--- src/dsrp_pkg_mem.sv ---
// package of serial register port constants, plus the normal register memory
// =============================================================================
`timescale 1ns/1ps
`default_nettype none

package dsrp_pkg;
  localparam int             WORD_W         = 16;
  localparam int             ADDR_W         = 7;
  localparam int             NORMAL_DEPTH   = 8;
  localparam int             NORMAL_AW      = 3;
  localparam logic [4:0]     INSTR_LAST     = 5'h07;
  localparam logic [4:0]     DATA_LAST      = 5'h0F;
  localparam logic [4:0]     CNT_ZERO       = 5'h00;
  localparam logic [4:0]     CNT_ONE        = 5'h01;
  localparam int             RW_POS         = 6;
  localparam int             FOUR_WIRE_BIT  = 9;
  localparam logic [15:0]    CFG0_RESET     = 16'h44FC;
  localparam logic [15:0]    WORD_ZERO      = 16'h0000;
  localparam logic [7:0]     BYTE_ZERO      = 8'h00;
  localparam logic [6:0]     ADDR_FIRST_CONFIGURATION_REGISTER   = 7'h00;
  localparam logic [6:0]     ADDR_GROUP_LO  = 7'h04;
  localparam logic [6:0]     ADDR_GROUP_HI  = 7'h05;
  localparam logic [6:0]     ADDR_NORMAL_END = 7'h08;
  localparam logic [6:0]     ADDR_STATUS    = 7'h08;
  localparam logic [6:0]     ADDR_EVENTS    = 7'h09;
  localparam logic [6:0]     ADDR_LIVE      = 7'h0A;

  typedef enum logic [3:0] {
    ST_IDLE  = 4'b0001,
    ST_INSTR = 4'b0010,
    ST_DATA  = 4'b0100,
    ST_TAIL  = 4'b1000
  } dsrp_state_t;
endpackage : dsrp_pkg

// =============================================================================
// normal registers: one flop word per entry, registered read port
module dsrp_regmem #(
  parameter int WIDTH = dsrp_pkg::WORD_W,
  parameter int DEPTH = dsrp_pkg::NORMAL_DEPTH,
  parameter int AW    = dsrp_pkg::NORMAL_AW
) (
  // clock and reset
  input  wire logic                   clk_in,
  input  wire logic                   rst_in,
  // write port
  input  wire logic                   we_in,
  input  wire logic [AW-1:0]          waddr_in,
  input  wire logic [WIDTH-1:0]       wdata_in,
  // read port
  input  wire logic [AW-1:0]          raddr_in,
  output logic      [WIDTH-1:0]       rdata_out,
  output logic      [DEPTH*WIDTH-1:0] words_out
);
  logic [WIDTH-1:0] next_rdata;

  genvar i;
  generate
    for (i = 0; i < DEPTH; i++)
    begin : g_word
      logic [WIDTH-1:0] word;
      logic [WIDTH-1:0] next_word;
      always_comb
      begin
        // all sixteen bits land in the same edge
        next_word = (we_in && waddr_in == AW'(i)) ? wdata_in : word;
      end
      always_ff @(posedge clk_in)
      begin
        if (rst_in)
          word <= (i == 0) ? dsrp_pkg::CFG0_RESET : dsrp_pkg::WORD_ZERO;
        else
          word <= next_word;
      end
      assign words_out[i*WIDTH +: WIDTH] = word;
    end
  endgenerate

  always_comb
  begin
    next_rdata = words_out[raddr_in*WIDTH +: WIDTH];
  end

  always_ff @(posedge clk_in)
  begin
    if (rst_in)
      rdata_out <= dsrp_pkg::WORD_ZERO;
    else
      rdata_out <= next_rdata;
  end
endmodule : dsrp_regmem

`default_nettype wire

--- src/dsrp_top.sv ---
// serial register port: 3/4-wire framing, register types, autosync group
`timescale 1ns/1ps
`default_nettype none

module dsrp_top (
  // clock and reset
  input  wire logic        REF_CLK_IN,
  input  wire logic        RESET_IN,
  // serial link pins (inputs asynchronous, outputs registered on REF_CLK_IN)
  input  wire logic        SERIAL_CLOCK_IN,
  input  wire logic        SERIAL_FRAME_ENABLE_N_IN,
  input  wire logic        SERIAL_DATA_IN,
  output logic             SERIAL_DATA_OUT,
  output logic             SERIAL_DATA_OE_OUT,
  output logic             SERIAL_READ_OUT_PIN_OUT,
  output logic             SERIAL_READ_OUT_PIN_OE_OUT,
  // internal sources
  input  wire logic [15:0] STATUS_IN,
  input  wire logic [15:0] EVENT_IN,
  input  wire logic [7:0]  SENSOR_IN,
  // register contents toward the device
  output logic [63:0]      CONFIG_WORDS_OUT,
  output logic [31:0]      AUTOSYNC_WORDS_OUT,
  output logic             AUTOSYNC_PULSE_OUT,
  output logic [15:0]      EVENT_FLAGS_OUT,
  output logic             FOUR_WIRE_SELECT_OUT
);

  localparam int SYNC_W = 43;

  // ===========================================================================
  // input synchronisers
  logic [SYNC_W-1:0] sync_a;
  logic [SYNC_W-1:0] sync_b;
  logic              sclk_prev;
  logic [SYNC_W-1:0] next_sync_a;
  logic [SYNC_W-1:0] next_sync_b;
  logic              next_sclk_prev;

  always_comb
  begin
    next_sync_a    = {SENSOR_IN, STATUS_IN, EVENT_IN, SERIAL_DATA_IN,
                      SERIAL_FRAME_ENABLE_N_IN, SERIAL_CLOCK_IN};
    next_sync_b    = sync_a;
    next_sclk_prev = sync_b[0];
  end

  always_ff @(posedge REF_CLK_IN)
  begin
    if (RESET_IN)
    begin
      sync_a    <= {{(SYNC_W-2){1'b0}}, 2'b10};
      sync_b    <= {{(SYNC_W-2){1'b0}}, 2'b10};
      sclk_prev <= 1'b0;
    end
    else
    begin
      sync_a    <= next_sync_a;
      sync_b    <= next_sync_b;
      sclk_prev <= next_sclk_prev;
    end
  end

  logic        sclk;
  logic        frame_n;
  logic        sdi;
  logic [15:0] ev;
  logic [15:0] st;
  logic [7:0]  sen;
  logic        rise;
  logic        fall;

  assign sclk    = sync_b[0];
  assign frame_n = sync_b[1];
  assign sdi     = sync_b[2];
  assign ev      = sync_b[18:3];
  assign st      = sync_b[34:19];
  assign sen     = sync_b[42:35];
  assign rise    = sclk & ~sclk_prev;
  assign fall    = ~sclk & sclk_prev;

  // ===========================================================================
  // frame engine
  dsrp_pkg::dsrp_state_t state;
  dsrp_pkg::dsrp_state_t next_state;
  logic [4:0]  cnt;
  logic [15:0] shift;
  logic        rd;
  logic [6:0]  addr;
  logic [15:0] rd_shift;
  logic        sdio_o;
  logic        sdio_oe;
  logic        sdo_oe;
  logic [4:0]  next_cnt;
  logic [15:0] next_shift;
  logic        next_rd;
  logic [6:0]  next_addr;
  logic [15:0] next_rd_shift;
  logic        next_sdio_o;
  logic        next_sdio_oe;
  logic        next_sdo_oe;
  logic        commit;
  logic [15:0] wdata;
  logic [15:0] rd_word;
  logic [15:0] mem_rdata;
  logic [127:0] mem_words;
  logic        four_wire;
  logic [7:0]  live_low;

  assign four_wire = mem_words[dsrp_pkg::FOUR_WIRE_BIT];
  assign wdata     = {shift[14:0], sdi};
  assign commit    = (state == dsrp_pkg::ST_DATA) && rise && !rd
                     && (cnt == dsrp_pkg::DATA_LAST);

  // read mux: status gated by its decode, live bits pass straight through
  always_comb
  begin
    rd_word = dsrp_pkg::WORD_ZERO;
    if (addr < dsrp_pkg::ADDR_NORMAL_END)
      rd_word = mem_rdata;
    else if (addr == dsrp_pkg::ADDR_EVENTS)
      rd_word = EVENT_FLAGS_OUT;
    else if (addr == dsrp_pkg::ADDR_LIVE)
      rd_word = {sen, live_low};
    rd_word = rd_word | (st & {16{addr == dsrp_pkg::ADDR_STATUS}});
  end

  always_comb
  begin
    next_state    = state;
    next_cnt      = cnt;
    next_shift    = shift;
    next_rd       = rd;
    next_addr     = addr;
    next_rd_shift = rd_shift;
    next_sdio_o   = sdio_o;
    next_sdio_oe  = sdio_oe;
    next_sdo_oe   = sdo_oe;
    if (frame_n)
    begin
      // frame end releases both pins whatever the phase
      next_state   = dsrp_pkg::ST_IDLE;
      next_cnt     = dsrp_pkg::CNT_ZERO;
      next_sdio_o  = 1'b0;
      next_sdio_oe = 1'b0;
      next_sdo_oe  = 1'b0;
    end
    else
    begin
      case (state)
        dsrp_pkg::ST_IDLE:
        begin
          next_state = dsrp_pkg::ST_INSTR;
          next_cnt   = dsrp_pkg::CNT_ZERO;
        end
        dsrp_pkg::ST_INSTR:
        begin
          if (rise)
          begin
            next_shift = wdata;
            next_cnt   = cnt + dsrp_pkg::CNT_ONE;
            if (cnt == dsrp_pkg::INSTR_LAST)
            begin
              next_rd    = shift[dsrp_pkg::RW_POS];
              next_addr  = wdata[6:0];
              next_cnt   = dsrp_pkg::CNT_ZERO;
              next_state = dsrp_pkg::ST_DATA;
            end
          end
        end
        dsrp_pkg::ST_DATA:
        begin
          if (rise)
          begin
            next_shift = wdata;
            next_cnt   = cnt + dsrp_pkg::CNT_ONE;
            if (cnt == dsrp_pkg::DATA_LAST)
              next_state = dsrp_pkg::ST_TAIL;
          end
          else if (fall && rd)
          begin
            if (cnt == dsrp_pkg::CNT_ZERO)
            begin
              next_sdio_o   = rd_word[15];
              next_rd_shift = {rd_word[14:0], 1'b0};
              next_sdio_oe  = 1'b1;
              next_sdo_oe   = four_wire;
            end
            else
            begin
              next_sdio_o   = rd_shift[15];
              next_rd_shift = {rd_shift[14:0], 1'b0};
            end
          end
        end
        dsrp_pkg::ST_TAIL:
        begin
          // bits past the word are ignored; pins held low until frame end
          if (fall)
            next_sdio_o = 1'b0;
        end
        default:
        begin
          next_state = dsrp_pkg::ST_IDLE;
        end
      endcase
    end
  end

  always_ff @(posedge REF_CLK_IN)
  begin
    if (RESET_IN)
    begin
      state    <= dsrp_pkg::ST_IDLE;
      cnt      <= dsrp_pkg::CNT_ZERO;
      shift    <= dsrp_pkg::WORD_ZERO;
      rd       <= 1'b0;
      addr     <= dsrp_pkg::ADDR_FIRST_CONFIGURATION_REGISTER;
      rd_shift <= dsrp_pkg::WORD_ZERO;
      sdio_o   <= 1'b0;
      sdio_oe  <= 1'b0;
      sdo_oe   <= 1'b0;
    end
    else
    begin
      state    <= next_state;
      cnt      <= next_cnt;
      shift    <= next_shift;
      rd       <= next_rd;
      addr     <= next_addr;
      rd_shift <= next_rd_shift;
      sdio_o   <= next_sdio_o;
      sdio_oe  <= next_sdio_oe;
      sdo_oe   <= next_sdo_oe;
    end
  end

  assign SERIAL_DATA_OUT            = sdio_o;
  assign SERIAL_DATA_OE_OUT         = sdio_oe;
  assign SERIAL_READ_OUT_PIN_OUT    = sdio_o;
  assign SERIAL_READ_OUT_PIN_OE_OUT = sdo_oe;

  // ===========================================================================
  // normal registers
  dsrp_regmem #(
    .WIDTH (dsrp_pkg::WORD_W),
    .DEPTH (dsrp_pkg::NORMAL_DEPTH),
    .AW    (dsrp_pkg::NORMAL_AW)
  ) u_mem (
    .clk_in    (REF_CLK_IN),
    .rst_in    (RESET_IN),
    .we_in     (commit && (addr < dsrp_pkg::ADDR_NORMAL_END)),
    .waddr_in  (addr[dsrp_pkg::NORMAL_AW-1:0]),
    .wdata_in  (wdata),
    .raddr_in  (addr[dsrp_pkg::NORMAL_AW-1:0]),
    .rdata_out (mem_rdata),
    .words_out (mem_words)
  );

  // ===========================================================================
  // event flags, live register, autosync group
  logic        sync_req;
  logic [15:0] clr_mask;
  logic [15:0] next_flags;
  logic [7:0]  next_live_low;
  logic        next_sync_req;
  logic        next_pulse;
  logic [31:0] next_group;
  logic        next_four_wire;

  assign clr_mask = (commit && addr == dsrp_pkg::ADDR_EVENTS) ? ~wdata : dsrp_pkg::WORD_ZERO;

  always_comb
  begin
    // a new event beats a clear in the same cycle
    next_flags     = (EVENT_FLAGS_OUT & ~clr_mask) | ev;
    next_live_low  = (commit && addr == dsrp_pkg::ADDR_LIVE) ? wdata[7:0] : live_low;
    next_sync_req  = commit && (addr == dsrp_pkg::ADDR_GROUP_HI);
    next_pulse     = sync_req;
    // group words move only together, one cycle after the last write lands
    next_group     = sync_req ? mem_words[2*dsrp_pkg::WORD_W*2 +: 32] : AUTOSYNC_WORDS_OUT;
    next_four_wire = four_wire;
  end

  always_ff @(posedge REF_CLK_IN)
  begin
    if (RESET_IN)
    begin
      EVENT_FLAGS_OUT      <= dsrp_pkg::WORD_ZERO;
      live_low             <= dsrp_pkg::BYTE_ZERO;
      sync_req             <= 1'b0;
      AUTOSYNC_PULSE_OUT   <= 1'b0;
      AUTOSYNC_WORDS_OUT   <= '0;
      FOUR_WIRE_SELECT_OUT <= 1'b0;
    end
    else
    begin
      EVENT_FLAGS_OUT      <= next_flags;
      live_low             <= next_live_low;
      sync_req             <= next_sync_req;
      AUTOSYNC_PULSE_OUT   <= next_pulse;
      AUTOSYNC_WORDS_OUT   <= next_group;
      FOUR_WIRE_SELECT_OUT <= next_four_wire;
    end
  end

  assign CONFIG_WORDS_OUT = mem_words[63:0];
endmodule : dsrp_top

`default_nettype wire

--- config.mk ---
export PLATFORM = sky130hd
export DESIGN_NAME = dsrp_top
export DESIGN_NICKNAME = d
export VERILOG_FILES = /design/src/dsrp_pkg_mem.sv /design/src/dsrp_top.sv
export SDC_FILE = /design/constraint.sdc
export NUM_CORES = 1
export LEC_CHECK = 0
export ABC_AREA = 0
export BUFFER_PORTS_ARGS = -buffer_cell sky130_fd_sc_hd__buf_2
export CAP_MARGIN = 20
export CORE_MARGIN = 3
export CORE_UTILIZATION = 58
export DETAILED_ROUTE_END_ITERATION = 8
export PLACE_DENSITY = 0.85
export SKIP_LAST_GASP = 1
export SLEW_MARGIN = 25
export SYNTH_ARGS = -nofsm -noshare
export SYNTH_HDL_FRONTEND = slang
export SYNTH_HIERARCHICAL = 1
export SYNTH_SLANG_ARGS = --single-unit
--- constraint.sdc ---
create_clock -name REF_CLK_IN -period 4.35 [get_ports REF_CLK_IN]
set_input_delay 0 -clock REF_CLK_IN [delete_from_list [all_inputs] [get_ports REF_CLK_IN]]
set_output_delay 0 -clock REF_CLK_IN [all_outputs]
set_load 0.05 [all_outputs]
==> results.md <==
* Peak supply drop at between 0.2 and 0.3 mV
* Startpoint Class: flop
* Tmin final at 3590 ps
* Overall Global Routing Usage at between 20% and 30%
* Critical Path Most Common Cell: ha_1
* Postcts setup bufs at 0
* Final core utilization at a little over two thirds
* Ant diodes at 0
* RSZ-0062 raised after global routing: false
* Layout cell share with drive strength beyond 1 at 18.1%
* CTS sink cnt at 340
* Global-route wire length before repair at 55,900 um
* Simple-Gate Fraction of Synth Area at 19.5%
* Depth of the CTS H-tree at 2
* Fin. Hold Viols at 0
* Die area at roughly 0.025 mm2
* Status: completed
* Compound-Gate Fraction of Synth Area at a little over a tenth
* Slew Limit Fails at 0
* Area growth, synth to finish at 15.8%
* Initial antenna violation count at 1
* DRC Markers at 0
* Die Span Y at about 160 um
* Max Clk Rate at about 0.28 GHz
* Clock-pin slew on the worst setup and hold paths at 60 ps
* Multi-input logic area at 0.00571 mm2
* Worst Path Max Fanout at 17
* Synth top area cells: dfxtp_1, nand2_1, mux2i_1
* Clock power share at a little under half
* Core area at approximately 0.022 mm2
* Cell count after synthesis at between 1,000 and 1,500
* Commonest non-fill, non-tap cell in the layout: dfxtp_1
* Required @ worst endpoint at 4710 ps
* Mux share of post-synthesis cell area at 12.3%
* Post-route ant nets at 0
* Register area share after synthesis at approximately 51%
* Adder-Cell Fraction of Synth Area at less than 1%
* Pint at about 4.9 mW
* Port Buffers at around 160
* Post-Route Skew at between 20 and 25 ps
* Synth warn at 6
* Clk buf depth at 3
* FP Rows at 54
* Synth top area share at slightly above 50%
* CTS tree: built
* Synth Area in XOR/XNOR at less than 1%
* Combinational family with the most area after synthesis: simple AND/OR/NAND/NOR gates
* Worst rel slew slack at between 30% and 40%
* Syn_nets at roughly 1,400
* DRT Wirelength at 36,100 um
* Vias at 10,800
* Final setup fails at 0
* Number of global-route vias before repair at about 10,000
* Filler Cells Inserted at approximately 1,600
* Measured slew at the worst slew-check pin at between 900 and 1000 ps
* Hold Path Class: primary input to flop
* Top cell type by total area after synthesis: dfxtp_1
* Num CTS Buffers at 34
* Power per standard cell area at ~400 mW/mm2
* Total Nets Final at ~1,600
* 1st-iter DRT viols at between 1,000 and 1,500
* Final Cycle Share at 82.5%
* Slowest CP cell: nand4b_1
* Clk_lat worst skew at 510 ps
* TNS Setup at 0 ps
* Leakage at slightly below 6 nW
* Chip width at 157 um
* WL/cell at 19.9 um
* Cell Area, Synth at around 0.013 mm2
* Root Driver: clkbuf_16
* Mapped Avg Cell Area at about 9.6 um2
* Post-synth ARST share at 0%
* Yosys cell types at 63
* Routability cong. at a little over 0.9
* Post-DP HPWL at ~22,000 um
* Sw Ratio at 21.5%
* Sequential Power Share at just over 50%
* #FFs+latches synth at 340
* Sequential cell area at 0.00681 mm2
* P_sw at approximately 1.3 mW
* Vias per inst at a little under 6
* Worst-path cell chain: ha_1, and3_1, ha_1, nor4bb_1, and2_1, nor3b_1, buf_4, nand4b_1, nand2_1, a21oi_1
* Combinational share of power at around 3.3%
* Num ports at 163
* Number of synthesized flops with an enable pin at 0
* # Max-Cap Violations at 0
* Largest net degree at the start of global routing at about 190
* Critical path endpoint category: flop
* Crit path kind: flop to flop
* Effective utilization at floorplan at about three fifths
* Arrival time at the worst endpoint at between 3000 and 4000 ps
* Predominant post-synthesis flop cell: dfxtp_1
* First drt pass iteration count at 6
* Max incr delay on CP at approximately 710 ps
* Most frequent cells in the layout: dfxtp_1, nand2_1, buf_2
* Overflow after GRT at 0
## worst max-delay path: cells and delay by family (launching register included)
family	cells	cell delay (ps)
and+or+nand+nor	6	2300
adders and majority gates	2	430
DFF	1	370
buffers and inverters	1	230
AOI/OAI and AO/OA	1	110
## per-layer routing
| metal | routed length (um) | track usage (%) |
|---|---|---|
| met5 | 13 | 0 |
| met4 | 1710 | 12.6 |
| met3 | 3230 | 5.36 |
| met2 | 17100 | 46.5 |
| met1 | 14000 | 36.8 |
## synth_stat cells (9+ instances only)
master    instances
o21ai_0          29
nand2_1         261
clkbuf_1         52
buf_4            14
a32o_1           15
dfxtp_1         340
nor2_1           77
mux4_2           23
mux2i_1          88
buf_2            30
buf_6             9
or2_2            17
a21oi_1         150
nand3_1          13
nor2b_1         110
a31oi_1          18
o221ai_1         15
inv_1            22
## area by class of cell
type                            instances  share of cell area [%]
Sequential cell                       340                    44.3
Timing Repair Buffer                  218                    8.98
Clock inverter                         11                   0.724
Inverter                               22                   0.537
Tap cell                              280                    2.28
Clock buffer                           46                    6.03
Multi-Input combinational cell        896                    37.1
## power groups by stage
stage               clock network [mW]  logic (mW)  registers (mW)
floorplan                            0      0.0994            3.27
global placement                     0       0.166            3.26
detailed placement                   0       0.169            3.26
CTS                               2.82       0.202            3.19
global route                      2.94       0.223            3.19
finish                            2.80       0.206            3.19
## per-stage QoR
step | hold WS [ps] | setup slack, ps | std cells | power, mW | instance area [um2]
global placement | 210 | 1000 | 1711 | 3.42 | 13900
detailed placement | 200 | 899 | 1711 | 3.42 | 13900
floorplan | 104 | 1330 | 1378 | 3.37 | 13300
finish | 237 | 760 | 1813 | 6.19 | 15400
global route | 244 | 498 | 1813 | 6.35 | 15400
CTS | 218 | 842 | 1812 | 6.20 | 15400
## flip-flops by register name (all words and copies together), names as in the netlist, 4 cells and up
signal,count
u_mem/g_word.word,128
next_sync_b,43
sync_b,43
AUTOSYNC_WORDS_OUT,32
EVENT_FLAGS_OUT,16
u_mem/rdata_out,16
rd_shift,15
shift,15
live_low,8
addr,7
cnt,5
state,4
## kinds of logic after synthesis
| kind of cell | Yosys count |
|---|---|
| compound gates | 242 |
| xor+xnor | 2 |
| fa+ha+maj | 3 |
| buf+inv | 142 |
| flops | 340 |
| mux | 120 |
| simple gates | 529 |
## final timing paths
check	from	endpoint	slack, ps	cells after the start
setup / recovery	cnt[1]	u_mem/g_word[6].word[9]	760	10
hold / removal	SERIAL_FRAME_ENABLE_N_IN	next_sync_b[1]	240	3
setup reg to reg	cnt[1]	u_mem/g_word[6].word[9]	760	10
hold reg to reg	sync_b[3]	EVENT_FLAGS_OUT[0]	430	2
## what timing repair did
item	CTS	global route
hold buffers	44	0
hold endpoints to repair	44	0
resized for setup	0	0
Power figures use the tool's default switching activity.
